===== config.mk =====
export PLATFORM = sky130hd
export DESIGN_NAME = amc_mode_regs
export DESIGN_NICKNAME = d
export VERILOG_FILES = /design/src/core/amc_pkg.sv /design/src/core/amc_delay_timer.sv /design/src/core/amc_mode_regs.sv
export SDC_FILE = /design/constraint.sdc
export NUM_CORES = 1
export LEC_CHECK = 0
export BUFFER_PORTS_ARGS = -buffer_cell sky130_fd_sc_hd__buf_2
export CAP_MARGIN = 5
export CORE_UTILIZATION = 45
export CTS_BUF_LIST = sky130_fd_sc_hd__clkbuf_8 sky130_fd_sc_hd__clkbuf_16
export CTS_CLUSTER_SIZE = 8
export DETAILED_ROUTE_END_ITERATION = 8
export GPL_TIMING_DRIVEN = 1
export PLACE_DENSITY = 0.65
export SLEW_MARGIN = 40
export SYNTH_ARGS = -nofsm -noshare
export SYNTH_HDL_FRONTEND = slang
export SYNTH_SLANG_ARGS = --single-unit

===== constraint.sdc =====
create_clock -name clk_sys_i -period 12.1 [get_ports clk_sys_i]
set_clock_uncertainty 0.1 [all_clocks]
set_input_delay 1.815 -clock clk_sys_i [delete_from_list [all_inputs] [get_ports clk_sys_i]]
set_output_delay 1.815 -clock clk_sys_i [all_outputs]
set_load 0.1 [all_outputs]

===== src/core/amc_pkg.sv =====
/*
  Constants and types for the converter mode configuration block:
  register indices, field positions, reset values, delay table.
  Assumes a 100 MHz system clock and a 32-bit APB register bus.
*/
package amc_pkg;

  ////////////////////////////////////////////////////////////////////
  // Bus and register map
  localparam int ADDR_W = 8;
  localparam int DATA_W = 32;
  localparam int IDX_W  = 6;

  localparam logic [IDX_W-1:0] CONVERSION_MODE_CONTROL_IDX  = 6'h03;
  localparam logic [IDX_W-1:0] FILTER_AND_BIAS_CONTROL_IDX  = 6'h04;
  localparam logic [IDX_W-1:0] GAIN_AND_RATE_CONTROL_IDX  = 6'h05;
  localparam logic [IDX_W-1:0] STATUS_IDX = 6'h3f;

  localparam logic [7:0] CONVERSION_MODE_CONTROL_RST = 8'h00;
  localparam logic [7:0] FILTER_AND_BIAS_CONTROL_RST = 8'h80;
  localparam logic [7:0] GAIN_AND_RATE_CONTROL_RST = 8'h04;

  ////////////////////////////////////////////////////////////////////
  // Field positions
  localparam int REFINV_BIT = 7;
  localparam int RUN_BIT    = 6;
  localparam int CHOP_BIT   = 4;
  localparam int ROT_BIT    = 5;
  localparam int DELAY_LSB  = 0;
  localparam int FILT_LSB   = 5;
  localparam int ROUTE_BIT  = 4;
  localparam int PULL_BIT   = 3;
  localparam int MAG_LSB    = 0;
  localparam int BYP_BIT    = 7;
  localparam int GAIN_LSB   = 4;
  localparam int RATE_LSB   = 0;

  localparam int ST_BUSY    = 0;
  localparam int ST_DELAY   = 1;
  localparam int ST_CLAMP   = 2;

  ////////////////////////////////////////////////////////////////////
  // Codes
  localparam logic [2:0] FILT_FIR  = 3'h4;
  localparam logic [3:0] RATE_FIR3 = 4'h2;
  localparam logic [3:0] RATE_20   = 4'h4;
  localparam logic [3:0] DLY_LAST  = 4'hb;

  ////////////////////////////////////////////////////////////////////
  // Timing
  localparam int unsigned CLK_NS = 10;
  localparam int          DLY_W  = 20;
  localparam int unsigned DLY_NS [0:11] = '{0, 8700, 17000, 35000,
    69000, 139000, 278000, 555000, 1100000, 2200000, 4400000, 8800000};

  typedef struct packed {
    logic       reference_polarity_invert;
    logic       single_or_continuous_select;
    logic       input_chop_en;
    logic       current_rotate_en;
    logic [3:0] delay_code;
    logic [2:0] filter_sel;
    logic       bias_converter_route;
    logic       bias_pull_direction;
    logic [2:0] bias_strength_code;
    logic       pga_bypass;
    logic [2:0] gain_code;
    logic [3:0] output_rate_code;
  } amc_cfg_t;

  // Rounds up so the delay is never shorter than listed
  function automatic logic [DLY_W-1:0] amc_dly_ticks(
    input logic [3:0] code, input int unsigned tick_ns);
    int unsigned ns;
    ns = (code <= DLY_LAST) ? DLY_NS[code] : 0;
    return DLY_W'((ns + tick_ns - 1) / tick_ns);
  endfunction

endpackage


===== src/core/amc_delay_timer.sv =====
/*
  Down-counter for the conversion start delay, counting ticks of
  the conversion clock enable. Assumes load and tick are on clk.
*/
`timescale 1ns/1ns
`default_nettype none
module amc_delay_timer #(
  parameter int W = 17
) (
  // Clock and reset
  input  wire logic         clk_sys_i,
  input  wire logic         rst_i,
  // Control
  input  wire logic         tick_i,
  input  wire logic         load_i,
  input  wire logic         abort_i,
  input  wire logic [W-1:0] ticks_i,
  // Status
  output logic              done_o,
  output logic              busy_o
);

  logic [W-1:0] cnt_q;
  logic         run_q;
  logic         done_q;
  wire          at_zero = (cnt_q == '0);

  always_ff @(posedge clk_sys_i or posedge rst_i) begin
    if (rst_i) begin
      cnt_q  <= '0;
      run_q  <= 1'b0;
      done_q <= 1'b0;
    end else begin
      done_q <= run_q & at_zero & ~abort_i;
      if (abort_i) begin
        run_q <= 1'b0;
      end else if (load_i) begin
        cnt_q <= ticks_i;
        run_q <= 1'b1;
      end else if (run_q && at_zero) begin
        run_q <= 1'b0;
      end else if (run_q && tick_i) begin
        cnt_q <= cnt_q - 1'b1;
      end
    end
  end

  assign done_o = done_q;
  assign busy_o = run_q;

endmodule
`default_nettype wire


===== src/core/amc_mode_regs.sv =====
/*
  Converter mode configuration registers behind an APB slave, with
  the conversion start sequencer that applies run mode and delay.
  Assumes an APB master on clk_sys_i and a converter core that
  pulses conv_done_i at the end of each conversion.
*/
//
// Function
// - Bit 7 inverts reference selector polarity
// - Bit 6 picks continuous or single conversion
// - Bits 5:4 enable current rotation and chop
// - Bits 3:0 set delay before conversion
// - Second register bits 7:5 pick filter
// - Bit 4 routes bias to main/auxiliary
// - Bit 3 sets bias pull direction
// - Bits 2:0 set bias strength
// - Third register bit 7 bypasses amplifier
// - Bits 6:4 select amplifier gain
// - Bits 3:0 select output data rate
// - FIR filter allows only rate codes 0-2 and 4 (20 SPS)
// - First register at 03h, reset 00h
// - Second register at 04h, reset 80h
// - Third register at 05h, reset 04h
`timescale 1ns/1ns
`default_nettype none
module amc_mode_regs #(
  parameter int CONV_DIV = 10
) (
  // Clock and reset
  input  wire logic                         clk_sys_i,
  input  wire logic                         rst_i,
  // APB slave
  input  wire logic                         psel_i,
  input  wire logic                         penable_i,
  input  wire logic                         pwrite_i,
  input  wire logic [amc_pkg::ADDR_W-1:0]   paddr_i,
  input  wire logic [amc_pkg::DATA_W-1:0]   pwdata_i,
  input  wire logic [3:0]                   pstrb_i,
  output logic                              pready_o,
  output logic [amc_pkg::DATA_W-1:0]        prdata_o,
  output logic                              pslverr_o,
  // Converter core
  input  wire logic                         conv_start_i,
  input  wire logic                         conv_stop_i,
  input  wire logic                         conv_done_i,
  output logic                              conv_go_o,
  output logic                              conv_busy_o,
  // Configuration
  output amc_pkg::amc_cfg_t                 cfg_o,
  output logic [3:0]                        eff_rate_o
);

  localparam int          DIV_W   = $clog2(CONV_DIV + 1);
  localparam int unsigned TICK_NS = CONV_DIV * amc_pkg::CLK_NS;
  localparam logic [DIV_W-1:0] DIV_LAST = DIV_W'(CONV_DIV - 1);

  typedef enum {S_IDLE, S_DELAY, S_CONV} amc_state_t;

  ////////////////////////////////////////////////////////////////////
  // Bus decode
  logic [7:0]                  conversion_mode_control_q;
  logic [7:0]                  filter_and_bias_control_q;
  logic [7:0]                  gain_and_rate_control_q;
  logic                        pready_q;
  logic                        pslverr_q;
  logic [amc_pkg::DATA_W-1:0]  prdata_q;
  logic [amc_pkg::DATA_W-1:0]  rd_mux;
  logic [7:0]                  status_w;

  wire [amc_pkg::IDX_W-1:0] idx     = paddr_i[amc_pkg::ADDR_W-1:2];
  wire                      aligned = (paddr_i[1:0] == 2'b00);
  wire                      hit0    = aligned && idx == amc_pkg::CONVERSION_MODE_CONTROL_IDX;
  wire                      hit1    = aligned && idx == amc_pkg::FILTER_AND_BIAS_CONTROL_IDX;
  wire                      hit2    = aligned && idx == amc_pkg::GAIN_AND_RATE_CONTROL_IDX;
  wire                      hit_st  = aligned && idx == amc_pkg::STATUS_IDX;
  wire                      setup   = psel_i & ~penable_i;
  wire                      bad     = ~(hit0 | hit1 | hit2 | hit_st)
                                      | (pwrite_i & hit_st);
  wire                      wr_ok   = psel_i & penable_i & pready_q
                                      & pwrite_i & ~pslverr_q & pstrb_i[0];
  wire                      wr0     = wr_ok & hit0;
  wire                      wr1     = wr_ok & hit1;
  wire                      wr2     = wr_ok & hit2;

  // Reads return the stored byte, reserved codes included
  assign rd_mux = hit0   ? {24'h000000, conversion_mode_control_q}  :
                  hit1   ? {24'h000000, filter_and_bias_control_q}  :
                  hit2   ? {24'h000000, gain_and_rate_control_q}  :
                  hit_st ? {24'h000000, status_w} : '0;

  // Answer is prepared in setup, so access completes in one cycle
  always_ff @(posedge clk_sys_i or posedge rst_i) begin
    if (rst_i) begin
      pready_q  <= 1'b0;
      pslverr_q <= 1'b0;
      prdata_q  <= '0;
    end else begin
      pready_q  <= setup;
      pslverr_q <= setup & bad;
      if (setup) begin
        prdata_q <= pwrite_i ? '0 : rd_mux;
      end
    end
  end

  ////////////////////////////////////////////////////////////////////
  // Mode registers
  always_ff @(posedge clk_sys_i or posedge rst_i) begin
    if (rst_i) begin
      conversion_mode_control_q <= amc_pkg::CONVERSION_MODE_CONTROL_RST;
      filter_and_bias_control_q <= amc_pkg::FILTER_AND_BIAS_CONTROL_RST;
      gain_and_rate_control_q <= amc_pkg::GAIN_AND_RATE_CONTROL_RST;
    end else begin
      if (wr0) begin
        conversion_mode_control_q <= pwdata_i[7:0];
      end
      if (wr1) begin
        filter_and_bias_control_q <= pwdata_i[7:0];
      end
      if (wr2) begin
        gain_and_rate_control_q <= pwdata_i[7:0];
      end
    end
  end

  ////////////////////////////////////////////////////////////////////
  // Field decode
  wire [2:0] filt_w = filter_and_bias_control_q[amc_pkg::FILT_LSB +: 3];
  wire [3:0] rate_w = gain_and_rate_control_q[amc_pkg::RATE_LSB +: 4];
  wire [3:0] dly_w  = conversion_mode_control_q[amc_pkg::DELAY_LSB +: 4];
  wire       fir_w  = (filt_w == amc_pkg::FILT_FIR);
  wire       fir_ok = (rate_w <= amc_pkg::RATE_FIR3)
                      || (rate_w == amc_pkg::RATE_20);
  wire       clamp  = fir_w & ~fir_ok;

  assign cfg_o.reference_polarity_invert   = conversion_mode_control_q[amc_pkg::REFINV_BIT];
  assign cfg_o.single_or_continuous_select = conversion_mode_control_q[amc_pkg::RUN_BIT];
  assign cfg_o.input_chop_en      = conversion_mode_control_q[amc_pkg::CHOP_BIT];
  assign cfg_o.current_rotate_en  = conversion_mode_control_q[amc_pkg::ROT_BIT];
  assign cfg_o.delay_code         = dly_w;
  assign cfg_o.filter_sel         = filt_w;
  assign cfg_o.bias_converter_route = filter_and_bias_control_q[amc_pkg::ROUTE_BIT];
  assign cfg_o.bias_pull_direction  = filter_and_bias_control_q[amc_pkg::PULL_BIT];
  assign cfg_o.bias_strength_code   = filter_and_bias_control_q[amc_pkg::MAG_LSB +: 3];
  assign cfg_o.pga_bypass         = gain_and_rate_control_q[amc_pkg::BYP_BIT];
  assign cfg_o.gain_code          = gain_and_rate_control_q[amc_pkg::GAIN_LSB +: 3];
  assign cfg_o.output_rate_code   = rate_w;

  // Under FIR an unsupported rate falls back to 20 SPS
  logic [3:0] eff_rate_q;
  always_ff @(posedge clk_sys_i or posedge rst_i) begin
    if (rst_i) begin
      eff_rate_q <= amc_pkg::GAIN_AND_RATE_CONTROL_RST[3:0];
    end else begin
      eff_rate_q <= clamp ? amc_pkg::RATE_20 : rate_w;
    end
  end

  ////////////////////////////////////////////////////////////////////
  // Conversion clock enable
  logic [DIV_W-1:0] div_q;
  logic             tick_q;
  always_ff @(posedge clk_sys_i or posedge rst_i) begin
    if (rst_i) begin
      div_q  <= '0;
      tick_q <= 1'b0;
    end else begin
      tick_q <= (div_q == DIV_LAST);
      div_q  <= (div_q == DIV_LAST) ? '0 : div_q + 1'b1;
    end
  end

  ////////////////////////////////////////////////////////////////////
  // Start sequencer
  amc_state_t state_q;
  amc_state_t state_d;
  logic       go_q;
  logic       go_d;
  logic       tmr_done;
  logic       tmr_busy;

  wire single_w = conversion_mode_control_q[amc_pkg::RUN_BIT];
  wire start_ok = (state_q == S_IDLE) & conv_start_i & ~conv_stop_i;
  wire [amc_pkg::DLY_W-1:0] dly_ticks =
    amc_pkg::amc_dly_ticks(dly_w, TICK_NS);

  amc_delay_timer #(
    .W (amc_pkg::DLY_W)
  ) amc_delay_timer_i (
    .clk_sys_i (clk_sys_i),
    .rst_i     (rst_i),
    .tick_i    (tick_q),
    .load_i    (start_ok),
    .abort_i   (conv_stop_i),
    .ticks_i   (dly_ticks),
    .done_o    (tmr_done),
    .busy_o    (tmr_busy)
  );

  always_comb begin
    state_d = state_q;
    go_d    = 1'b0;
    case (state_q)
      S_IDLE: begin
        if (start_ok) begin
          state_d = S_DELAY;
        end
      end
      S_DELAY: begin
        if (conv_stop_i) begin
          state_d = S_IDLE;
        end else if (tmr_done) begin
          state_d = S_CONV;
          go_d    = 1'b1;
        end
      end
      S_CONV: begin
        if (conv_stop_i) begin
          state_d = S_IDLE;
        end else if (conv_done_i) begin
          state_d = single_w ? S_IDLE : S_CONV;
          go_d    = ~single_w;
        end
      end
      default: begin
        state_d = S_IDLE;
      end
    endcase
  end

  always_ff @(posedge clk_sys_i or posedge rst_i) begin
    if (rst_i) begin
      state_q <= S_IDLE;
      go_q    <= 1'b0;
    end else begin
      state_q <= state_d;
      go_q    <= go_d;
    end
  end

  logic busy_q;
  logic dlyst_q;
  logic clamp_q;
  always_ff @(posedge clk_sys_i or posedge rst_i) begin
    if (rst_i) begin
      busy_q  <= 1'b0;
      dlyst_q <= 1'b0;
      clamp_q <= 1'b0;
    end else begin
      busy_q  <= (state_d != S_IDLE);
      dlyst_q <= tmr_busy;
      clamp_q <= clamp;
    end
  end

  assign status_w = {5'h00, clamp_q, dlyst_q, busy_q};

  assign pready_o    = pready_q;
  assign pslverr_o   = pslverr_q;
  assign prdata_o    = prdata_q;
  assign conv_go_o   = go_q;
  assign conv_busy_o = busy_q;
  assign eff_rate_o  = eff_rate_q;

  ////////////////////////////////////////////////////////////////////
  // Checks
  chk_conversion_mode_control_write: assert property (@(posedge clk_sys_i) disable iff (rst_i)
    wr0 |=> cfg_o.reference_polarity_invert == $past(pwdata_i[7])
        && cfg_o.single_or_continuous_select == $past(pwdata_i[6])
        && {cfg_o.current_rotate_en, cfg_o.input_chop_en} == $past(pwdata_i[5:4]))
    else $error("first mode register write not applied");

  chk_filter_and_bias_control_write: assert property (@(posedge clk_sys_i) disable iff (rst_i)
    wr1 |=> {cfg_o.filter_sel, cfg_o.bias_converter_route,
             cfg_o.bias_pull_direction, cfg_o.bias_strength_code}
            == $past(pwdata_i[7:0]))
    else $error("second mode register write not applied");

  chk_gain_and_rate_control_write: assert property (@(posedge clk_sys_i) disable iff (rst_i)
    wr2 |=> {cfg_o.pga_bypass, cfg_o.gain_code, cfg_o.output_rate_code}
            == $past(pwdata_i[7:0]))
    else $error("third mode register write not applied");

  chk_read_back: assert property (@(posedge clk_sys_i) disable iff (rst_i)
    (setup && !pwrite_i && hit1) |=> pready_o && prdata_o[7:0] == $past(filter_and_bias_control_q))
    else $error("read data differ from stored register");

  chk_fir_rate: assert property (@(posedge clk_sys_i) disable iff (rst_i)
    (fir_w && $stable(filter_and_bias_control_q) && $stable(gain_and_rate_control_q))
      |-> eff_rate_o <= amc_pkg::RATE_FIR3 || eff_rate_o == amc_pkg::RATE_20)
    else $error("unsupported rate passed under FIR filter");

  chk_single_stop: assert property (@(posedge clk_sys_i) disable iff (rst_i)
    (state_q == S_CONV && single_w && conv_done_i && !conv_stop_i)
      |=> state_q == S_IDLE && !go_q)
    else $error("single conversion did not stop");

  chk_cont_again: assert property (@(posedge clk_sys_i) disable iff (rst_i)
    (state_q == S_CONV && !single_w && conv_done_i && !conv_stop_i) |=> go_q)
    else $error("continuous conversion did not restart");

  chk_zero_delay: assert property (@(posedge clk_sys_i) disable iff (rst_i)
    (start_ok && dly_w == 4'h0) ##1 (!conv_stop_i) [*2] |=> go_q)
    else $error("no-delay start late or missing");

  chk_delay_hold: assert property (@(posedge clk_sys_i) disable iff (rst_i)
    (start_ok && dly_w != 4'h0 && dly_w <= amc_pkg::DLY_LAST) |=> !go_q [*8])
    else $error("programmed delay cut short");

  chk_unmapped: assert property (@(posedge clk_sys_i) disable iff (rst_i)
    (setup && !(hit0 || hit1 || hit2 || hit_st)) |=> pready_o && pslverr_o)
    else $error("unmapped access not refused");

endmodule
`default_nettype wire


# == Word-level counts from Yosys, hierarchy flattened ==
# Memories as Yosys holds them, arrays and structs flattened.
# Cells that the tools add are included.
# op_classes
div_mod_pow,1
n_eq_ne,10
n_lt_le_gt_ge,3
n_bitwise,27
add_sub_neg,4
n_mux,28
n_reduce_logical,15
# ops
op,count
$mux W32,8
$pmux W32 S3,1
$logic_not A32 Y1,2
$mux W20,3
$add A32 B7 Y32 const B,1
$div A32 B7 Y32 const B,1
$eq A32 B1 Y1 const B,1
$eq A32 B2 Y1 const B,1
$mux W8,4
$reduce_bool A32 Y1,1
$sub A32 B1 Y32 const B,1
$logic_not A20 Y1,1
$sub A20 B1 Y20 const B,1
$and A1 B1 Y1,16
$eq A6 B3 Y1 const B,2
$mux W4,2
$mux W1,7
$eq A6 B2 Y1 const B,1
$eq A6 B6 Y1 const B,1
$logic_and A1 B1 Y1,6
$not A1 Y1,6
$ge A5 B5 Y1 const B,1
$not A4 Y5,1
$add A4 B1 Y4 const B,1
15 further kinds,18
# totals
regBits,125
rom_bits,512
input_bits,52
output_inout_bits,64
word_cells,106
mem_count,1
# mem_list
name,words,word_bits,rd,rd_ports_with_merged_regs,wr,line,rtl
(name not given),16,32,1,0,0,amc_pkg.sv:75,ns = (code <= DLY_LAST) ? DLY_NS[code] : 0;

# == Longest topological paths before layout ==
# Gate-level depths: netlist of run 1.
# depth
depth_word,9
depth_mapped,50
depth_no_buf,45

# == Modules after synthesis ==
# A second synthesis of run 1 with hierarchy kept.
# unflattened
hier_cells,1007
hier_area_um2,8747.1
# modules_own_cells
mod,cells_per_inst,seq_area_each_um2,area_each_um2,n_inst
amc_mode_regs,846,1980.6,7360.8,1
amc_delay_timer,161,550.5,1386.3,1

# == Worst setup path after synthesis of run 1 ==
# OpenSTA, ideal clock, no wires.
# synth_path
path_type,register -> register
start,register conversion_mode_control_q[1]
end,register amc_delay_timer_i.cnt_q[0]
path_buffers,4
setup_ns,0.087
required_ns,11.913
path_stages_with_launch,48
arrival_ns,10.820
setup_slack_ns,1.094
cell_sequence,dfrtp_1 > buf_2 > inv_1 > ha_1 > buf_2 > nand2_1 > o21a_1 > clkbuf_1 > ha_1 > a211oi_2 > a311o_1 > o211ai_2 > mux2i_1 > o41ai_1 > o22a_1 > nor2_1 > a31oi_2 > or3_1 > [12 not listed] > nand2_1 > maj3_2 > a21o_1 > a221o_1 > o21ai_4 > xor2_4 > a31o_2 > nor2_2 > nor3b_2 > o22ai_1 > nor3b_4 > a311o_1 > maj3_2 > and3_1 > a211oi_2 > nor2_1 > a2bb2oi_1 > o211ai_1
# synth_between
elab_chain_cells,9
elab_cells_between_ends,10
classes_between,add/sub: 2; div: 1; order compare: 1; mux: 4; bitwise: 1; memory: 1
# synth_rtl
element,line,rtl
start: declaration,amc_mode_regs.sv:61,logic [7:0] conversion_mode_control_q;
start signal: assignment,amc_mode_regs.sv:110,conversion_mode_control_q <= amc_pkg::CONVERSION_MODE_CONTROL_RST;
start signal: assignment,amc_mode_regs.sv:115,conversion_mode_control_q <= pwdata_i[7:0];
$not A4 Y5 (not written as such),amc_pkg.sv:75,
$mem_v2 Z16 W32,--,
$mux W32 (not written as such) (2 in a row),amc_pkg.sv:75,
$mux W32 *,amc_pkg.sv:75,
$add A32 B7 Y32 *,amc_pkg.sv:76,return DLY_W'((ns + tick_ns - 1) / tick_ns);
$sub A32 B1 Y32 *,amc_pkg.sv:76,
$div A32 B7 Y32 *,amc_pkg.sv:76,
$mux W20 *,amc_delay_timer.sv:37,end else if (load_i) begin
end signal: assignment,amc_delay_timer.sv:38,cnt_q <= ticks_i;
end signal: assignment,amc_delay_timer.sv:43,cnt_q <= cnt_q - 1'b1;
end: declaration,amc_delay_timer.sv:23,logic [W-1:0] cnt_q;
# Every way passes the cells marked *; elsewhere a longest branch is shown, timed or not. The select of a mux whose other input is x is not followed.
# A chain may end at the register's enable or synchronous reset.

# == Final worst setup path of run 1 ==
# layout_path
start,register conversion_mode_control_q[3]
end,register amc_delay_timer_i.cnt_q[0]
# Same word-level chain as after synthesis.

==> qor.csv, run 1 <==
metric,value,unit
outcome,"finished, final reports clean",
setup_viol,0,
fin_crit_sh,94.4,%
drtAntennaViolNets,0,
root_buffer,clkbuf_16,
initial_utilization,46.3,%
synth_fa_ha_area_share,2.70,%
nets,1097,
cts.sinks,101,
clock_latency,350,ps
htreeDepth,3,
final_max_slew_viol_count,0,
comb_power_share,72.1,%
synthCells,937,
start_kind,flip-flop,
syn_area_per_cell,8.61,um2
cap_violations,0,
yosysUniqueCellTypes,105,
io-pin-count,116,
yosysWarnings,0,
gp_congestion,0.892,
p_leak,4.07,nW
n_antenna_cell,0,
placed_cell_area,8780,um2
grt_pass1_wl,32200,um
worstPathArrival,11590,ps
core_area,17400,um2
grt_pass1_vias,6581,
cts_made_buffers,9,
peakVddDrop,0.000237,V
synth-simple-area-share,21.6,%
switchingPower,1.08,mW
synthFlopType,dfrtp_1,
die-area,18500,um2
grt_max_degree,54,
cpLargestDelayFamily,compound AO/OA/AOI/OAI gates,
dp_worst_setup_slack,708,ps
swShare,47.3,%
wirelength,19100,um
avgRoutedWirePerCell,15.1,um
clk_pin_slew,80,ps
pwr_density_cell,249,nW/um2
cts_tree,built,
path_buf_inv,1,
intPower,1.20,mW
port_buffers,64,
fin_area,9120,um2
cpMostUsedCell,a21o_1,
dr.pass1.iters,5,
fin_cells,1265,
tightest_slew,779,ps
p_total,2.28,mW
clockBufferDepth,2,
placedCellCount,1249,
first_iter_violations,427,
tns,0,ps
async_reset_ff_share,100,%
drc_errors,0,
end_kind,flip-flop,
ys_ff_latch,101,
max_freq,0.0875,GHz
synth_compound_area_share,27.7,%
crit_type,reg2reg,
drive_above_1_share,20.0,%
worstPathRequired,12270,ps
via_count,7274,
hold_viol_final,0,
hp-class,reg2reg,
die_w,136,um
num_rows,48,
fp.dieH,136,um
area_growth,13.0,%
synth_xor_area_share,5.38,%
worst_slack,676,ps
seq_area,2530,um2
multi_input_area,5340,um2
min_period,11420,ps
clockPowerShare,12.7,%
max_slew_margin,47.9,%
hold_buffers,0,
synth_top_family_by_area,compound AO/OA/AOI/OAI gates,
synth_edf_count,0,
hpwl,14300,um
seq_power_share,15.2,%
gr-total-overflow,0,
ys_seq_area_share,31.4,%
track_usage,21.3,%
rsz0062_at_grt,no,
viasPerCell,5.75,
nFillCells,1663,
synthMuxAreaShare,5.81,%
path_max_fanout,14,
syn_area,8070,um2
antenna_found_initial,0,
cpMaxStageDelayCell,dfrtp_1,
slowest_delay,650,ps
[path summary, 6_finish.rpt]
kind	start	endpoint	slack, ps	depth (start not counted)
min reg2reg	amc_delay_timer_i.busy_o	dlyst_q	300	0
max in group asynchronous	rst_i	conversion_mode_control_q[2]	9350	3
max	conversion_mode_control_q[3]	amc_delay_timer_i.cnt_q[0]	680	42
min in group asynchronous	rst_i	conv_go_o	1430	2
max reg2reg	conversion_mode_control_q[3]	amc_delay_timer_i.cnt_q[0]	680	42
min	amc_delay_timer_i.busy_o	dlyst_q	300	0
[layer usage]
layer	up-vias	global-route usage, %	routed length, um
li1	3623	-	-
met3	14	2.42	605
met1	3471	30.2	9430
met2	166	34.6	8890
met4	0	5.00	178
met5	-	0	0
[kinds of logic after synthesis]
kind of cell    after synthesis
simple gates                341
xor+xnor                     44
flops                       101
other cells                   1
fa+ha+maj                    19
mux                          43
compound gates              304
buf+inv                      84
[through the flow]
stage / hold slack [ps] / utilization (%)
finish: 303 / 52.4
global route: 324 / 52.4
CTS: 305 / 52.2
detailed placement: 285 / 50.4
global placement: 278 / 50.3
floorplan: 259 / -
[area by class of cell]
type	count	share of cell area, %
clock buffers	9	2.47
repair buffers	98	6.31
multi-input cells	805	58.6
flip-flops and latches	101	27.8
clock inverters	7	0.974
inverters	20	0.850
well taps	225	3.09
[flip-flops by register name (all words and copies together) (netlist names)]
name / flops
tick_q: 1
conv_busy_o: 1
eff_rate_o: 4
amc_delay_timer_i.busy_o: 1
pready_o: 1
pslverr_o: 1
amc_delay_timer_i.done_o: 1
dlyst_q: 1
state_q: 32
conv_go_o: 1
prdata_o: 8
filter_and_bias_control_q: 8
gain_and_rate_control_q: 8
div_q: 4
conversion_mode_control_q: 8
clamp_q: 1
amc_delay_timer_i.cnt_q: 20
[synth_stat cells (12+ instances only)]
cell	n	area share (%)
a21oi_1	53	3.3
mux2_2	23	3.2
nor2_1	76	3.5
dfrtp_1	98	30
o211ai_1	15	1.4
buf_2	14	0.87
nand2_1	91	4.2
nand2b_1	13	1.0
buf_4	26	2.4
and2_1	15	1.2
o21ai_0	54	3.3
xnor2_1	28	3.0
mux2i_1	17	2.1
nor3_1	30	1.9
inv_1	19	0.88
nand3_1	25	1.6
o21a_1	12	1.1
nor4_1	13	1.0
a211oi_1	16	1.5
clkbuf_1	17	0.79
[cells in the final DEF (no fill, tap or decap), types with 8 or more instances in the layout]
cell type	n
a211oi_1	16
a21o_1	11
a21oi_1	53
a22o_1	10
a31oi_1	9
and2_1	15
and3_1	11
buf_2	64
buf_4	34
clkbuf_16	9
conb_1	54
dfrtp_1	97
ha_1	8
inv_1	18
mux2_2	23
mux2i_1	17
nand2_1	91
nand2b_1	13
nand3_1	25
nor2_1	75
nor2b_1	9
nor3_1	29
nor4_1	13
o211ai_1	15
o21a_1	12
o21ai_0	53
o21ai_1	12
o22ai_1	8
or3_1	9
xnor2_1	27
xor2_1	9
[power by group through the flow]
stage                     Combinational [mW]  Sequential, mW  Clock, mW
after detailed placement                1.61           0.352          0
after global routing                    1.80           0.345      0.310
after floorplan                         1.21           0.356          0
after global placement                  1.60           0.351          0
after CTS                               1.64           0.345      0.295
final                                   1.64           0.345      0.289
[what timing repair did]
action                     4_1_cts  5_1_grt
setup endpoints to repair        0        2
setup buffers                    0        0
resized for setup                0        7
No activity file was read; power rests on OpenSTA's default activity.
==> inputs of run 2 (changes only) <==
Settings changed: CORE_UTILIZATION 45 to 50, CTS_CLUSTER_SIZE 8 to unset, PLACE_DENSITY 0.65 to 0.71.
==> run 2 against run 1 <==
Against the previous run:
- critical path depth is 1 higher
- count of clock-buffer cells in the layout stayed put
- via count is 0.74% higher
- clock power hardly changed
- routed wire length is 1.3% lower
- non-clock buffer count stayed put
- core utilization is 5.6 points higher
- die area is 9.9% lower
- first-iteration DRC count is 0.47% higher
- combinational power hardly changed
- register-to-register slack better by 110 ps
- sequential cell count stayed put
- highest routed layer unchanged
==> qor.csv, run 2 (synthesis gave the netlist of run 1 again) <==
metric,value,unit,change
cpMostUsedCell,nand2_1,,
viasPerCell,5.83,,+1.5%
cap_violations,0,,unchanged
grt_max_degree,53,,-1.9%
fin_crit_sh,93.5,%,-0.88 points
cts_resized,0,,unchanged
gp_congestion,0.900,,+0.90%
drc_errors,0,,unchanged
placed_cell_area,8770,um2,-0.13%
max_slew_margin,47.6,%,-0.28 points
cts.sinks,101,,unchanged
clk_pin_slew,80,ps,about the same
hold_viol_final,0,,unchanged
port_buffers,64,,unchanged
cts_made_buffers,9,,unchanged
root_buffer,clkbuf_16,,
max_freq,0.0884,GHz,+0.94%
drive_above_1_share,21.3,%,+1.3 points
reg2reg_setup_slack,780,ps,+110 ps
worstPathArrival,11480,ps,-110 ps
via_count,7328,,+0.74%
peakVddDrop,0.000212,V,-11%
clockBufferDepth,2,,unchanged
start_kind,flip-flop,,
drtAntennaViolNets,0,,unchanged
worstPathRequired,12260,ps,about the same
track_usage,23.7,%,+2.4 points
path_max_fanout,16,,+2
die_w,129,um,-5.1%
crit_type,reg2reg,,
fin_area,9180,um2,+0.64%
gr-total-overflow,0,,unchanged
hold_buffers,0,,unchanged
antenna_found_initial,0,,unchanged
grt_pass1_wl,32200,um,unchanged
top_regs,"state_q (32), amc_delay_timer_i.cnt_q (20)",,
die-area,16700,um2,-9.9%
end_kind,flip-flop,,
p_total,2.25,mW,-1.1%
cpMaxStageDelayCell,or4_1,,
tightest_slew,783,ps,+4.20 ps
fin_util,58.0,%,+5.6 points
cpLargestDelayFamily,compound AO/OA/AOI/OAI gates,,
avgRoutedWirePerCell,15.0,um,-0.61%
layout_commonest_cell,dfrtp_1,,
n_antenna_cell,0,,unchanged
pwr_density_cell,245,nW/um2,-1.8%
min_period,11320,ps,-106 ps
num_rows,46,,-4.2%
outcome,"finished, final reports clean",,
post_cts_buffers,0,,unchanged
layout_common_cells,"97 x dfrtp_1, 91 x nand2_1, 72 x nor2_1, 64 x buf_2",,
slowest_delay,540,ps,-110 ps
dr.pass1.iters,5,,unchanged
fp.dieH,129,um,-5.1%
wirelength,18900,um,-1.3%
htreeDepth,3,,unchanged
regMostFlops,state_q,,
setup_viol,0,,unchanged
initial_utilization,51.0,%,+4.7 points
core_area,15800,um2,-9.1%
path_buf_inv,1,,unchanged
hpwl,13900,um,-2.2%
area_growth,13.8,%,
io-pin-count,116,,unchanged
largest_reg_flops,32,,unchanged
grt_pass1_vias,6755,,+2.6%
final_max_slew_viol_count,0,,unchanged
p_leak,4.07,nW,about the same
hp-class,reg2reg,,
cts_tree,built,,
clock_latency,350,ps,about the same
first_iter_violations,429,,+0.47%
nets,1097,,unchanged
## run 2: stage by stage
step / instances / TNS, ps / hold WS, ps / setup WS [ps]
after floorplan: 990 / 0 / 259 / 1090
after global placement: 1240 / 0 / 293 / 380
after detailed placement: 1240 / 0 / 291 / 320
after CTS: 1256 / 0 / 326 / 288
after global routing: 1256 / -20.5 / 325 / -20.5
final: 1256 / 0 / 319 / 782
## run 2: metal layers
layer  vias up  global-route usage, %  wire (um)
met2       174                   39.4       8930
met3        25                   2.97        732
met4         0                   6.51        317
li1       3627                      -          -
met5         -                      0          0
met1      3502                   32.5       8870
## run 2: worst register-to-register path: cells and delay by family, from the launching register on
family	cells	cell delay, ps
xor gates and xnor gates	3	960
adders and majority gates	3	1100
AOI/OAI and AO/OA	20	4690
and+or+nand+nor	14	2920
buffers and inverters	1	270
DFF	1	440
muxes	2	750
## run 2: layout make-up
cell class              instances  area, um2
flip-flops and latches        101       2530
clock buffers                   9        225
inverters                      20       77.6
well taps                     216        270
fillers                      1433       6650
multi-input cells             805       5430
clock inverters                 7       75.1
repair buffers                 98        576
## run 2: power by group
part / switching [mW] / internal (mW)
combinational: 0.906 / 0.712
sequential: 0.00178 / 0.343
clock: 0.140 / 0.147
## run 2: path summary, 6_finish.rpt
kind / end / cells past startpoint / start
max in group asynchronous: conversion_mode_control_q[0] / 3 / rst_i
hold reg to reg: dlyst_q / 0 / amc_delay_timer_i.busy_o
min in group asynchronous: state_q[9] / 2 / rst_i
hold / removal: dlyst_q / 0 / amc_delay_timer_i.busy_o
setup / recovery: amc_delay_timer_i.cnt_q[0] / 43 / conversion_mode_control_q[1]
setup reg to reg: amc_delay_timer_i.cnt_q[0] / 43 / conversion_mode_control_q[1]
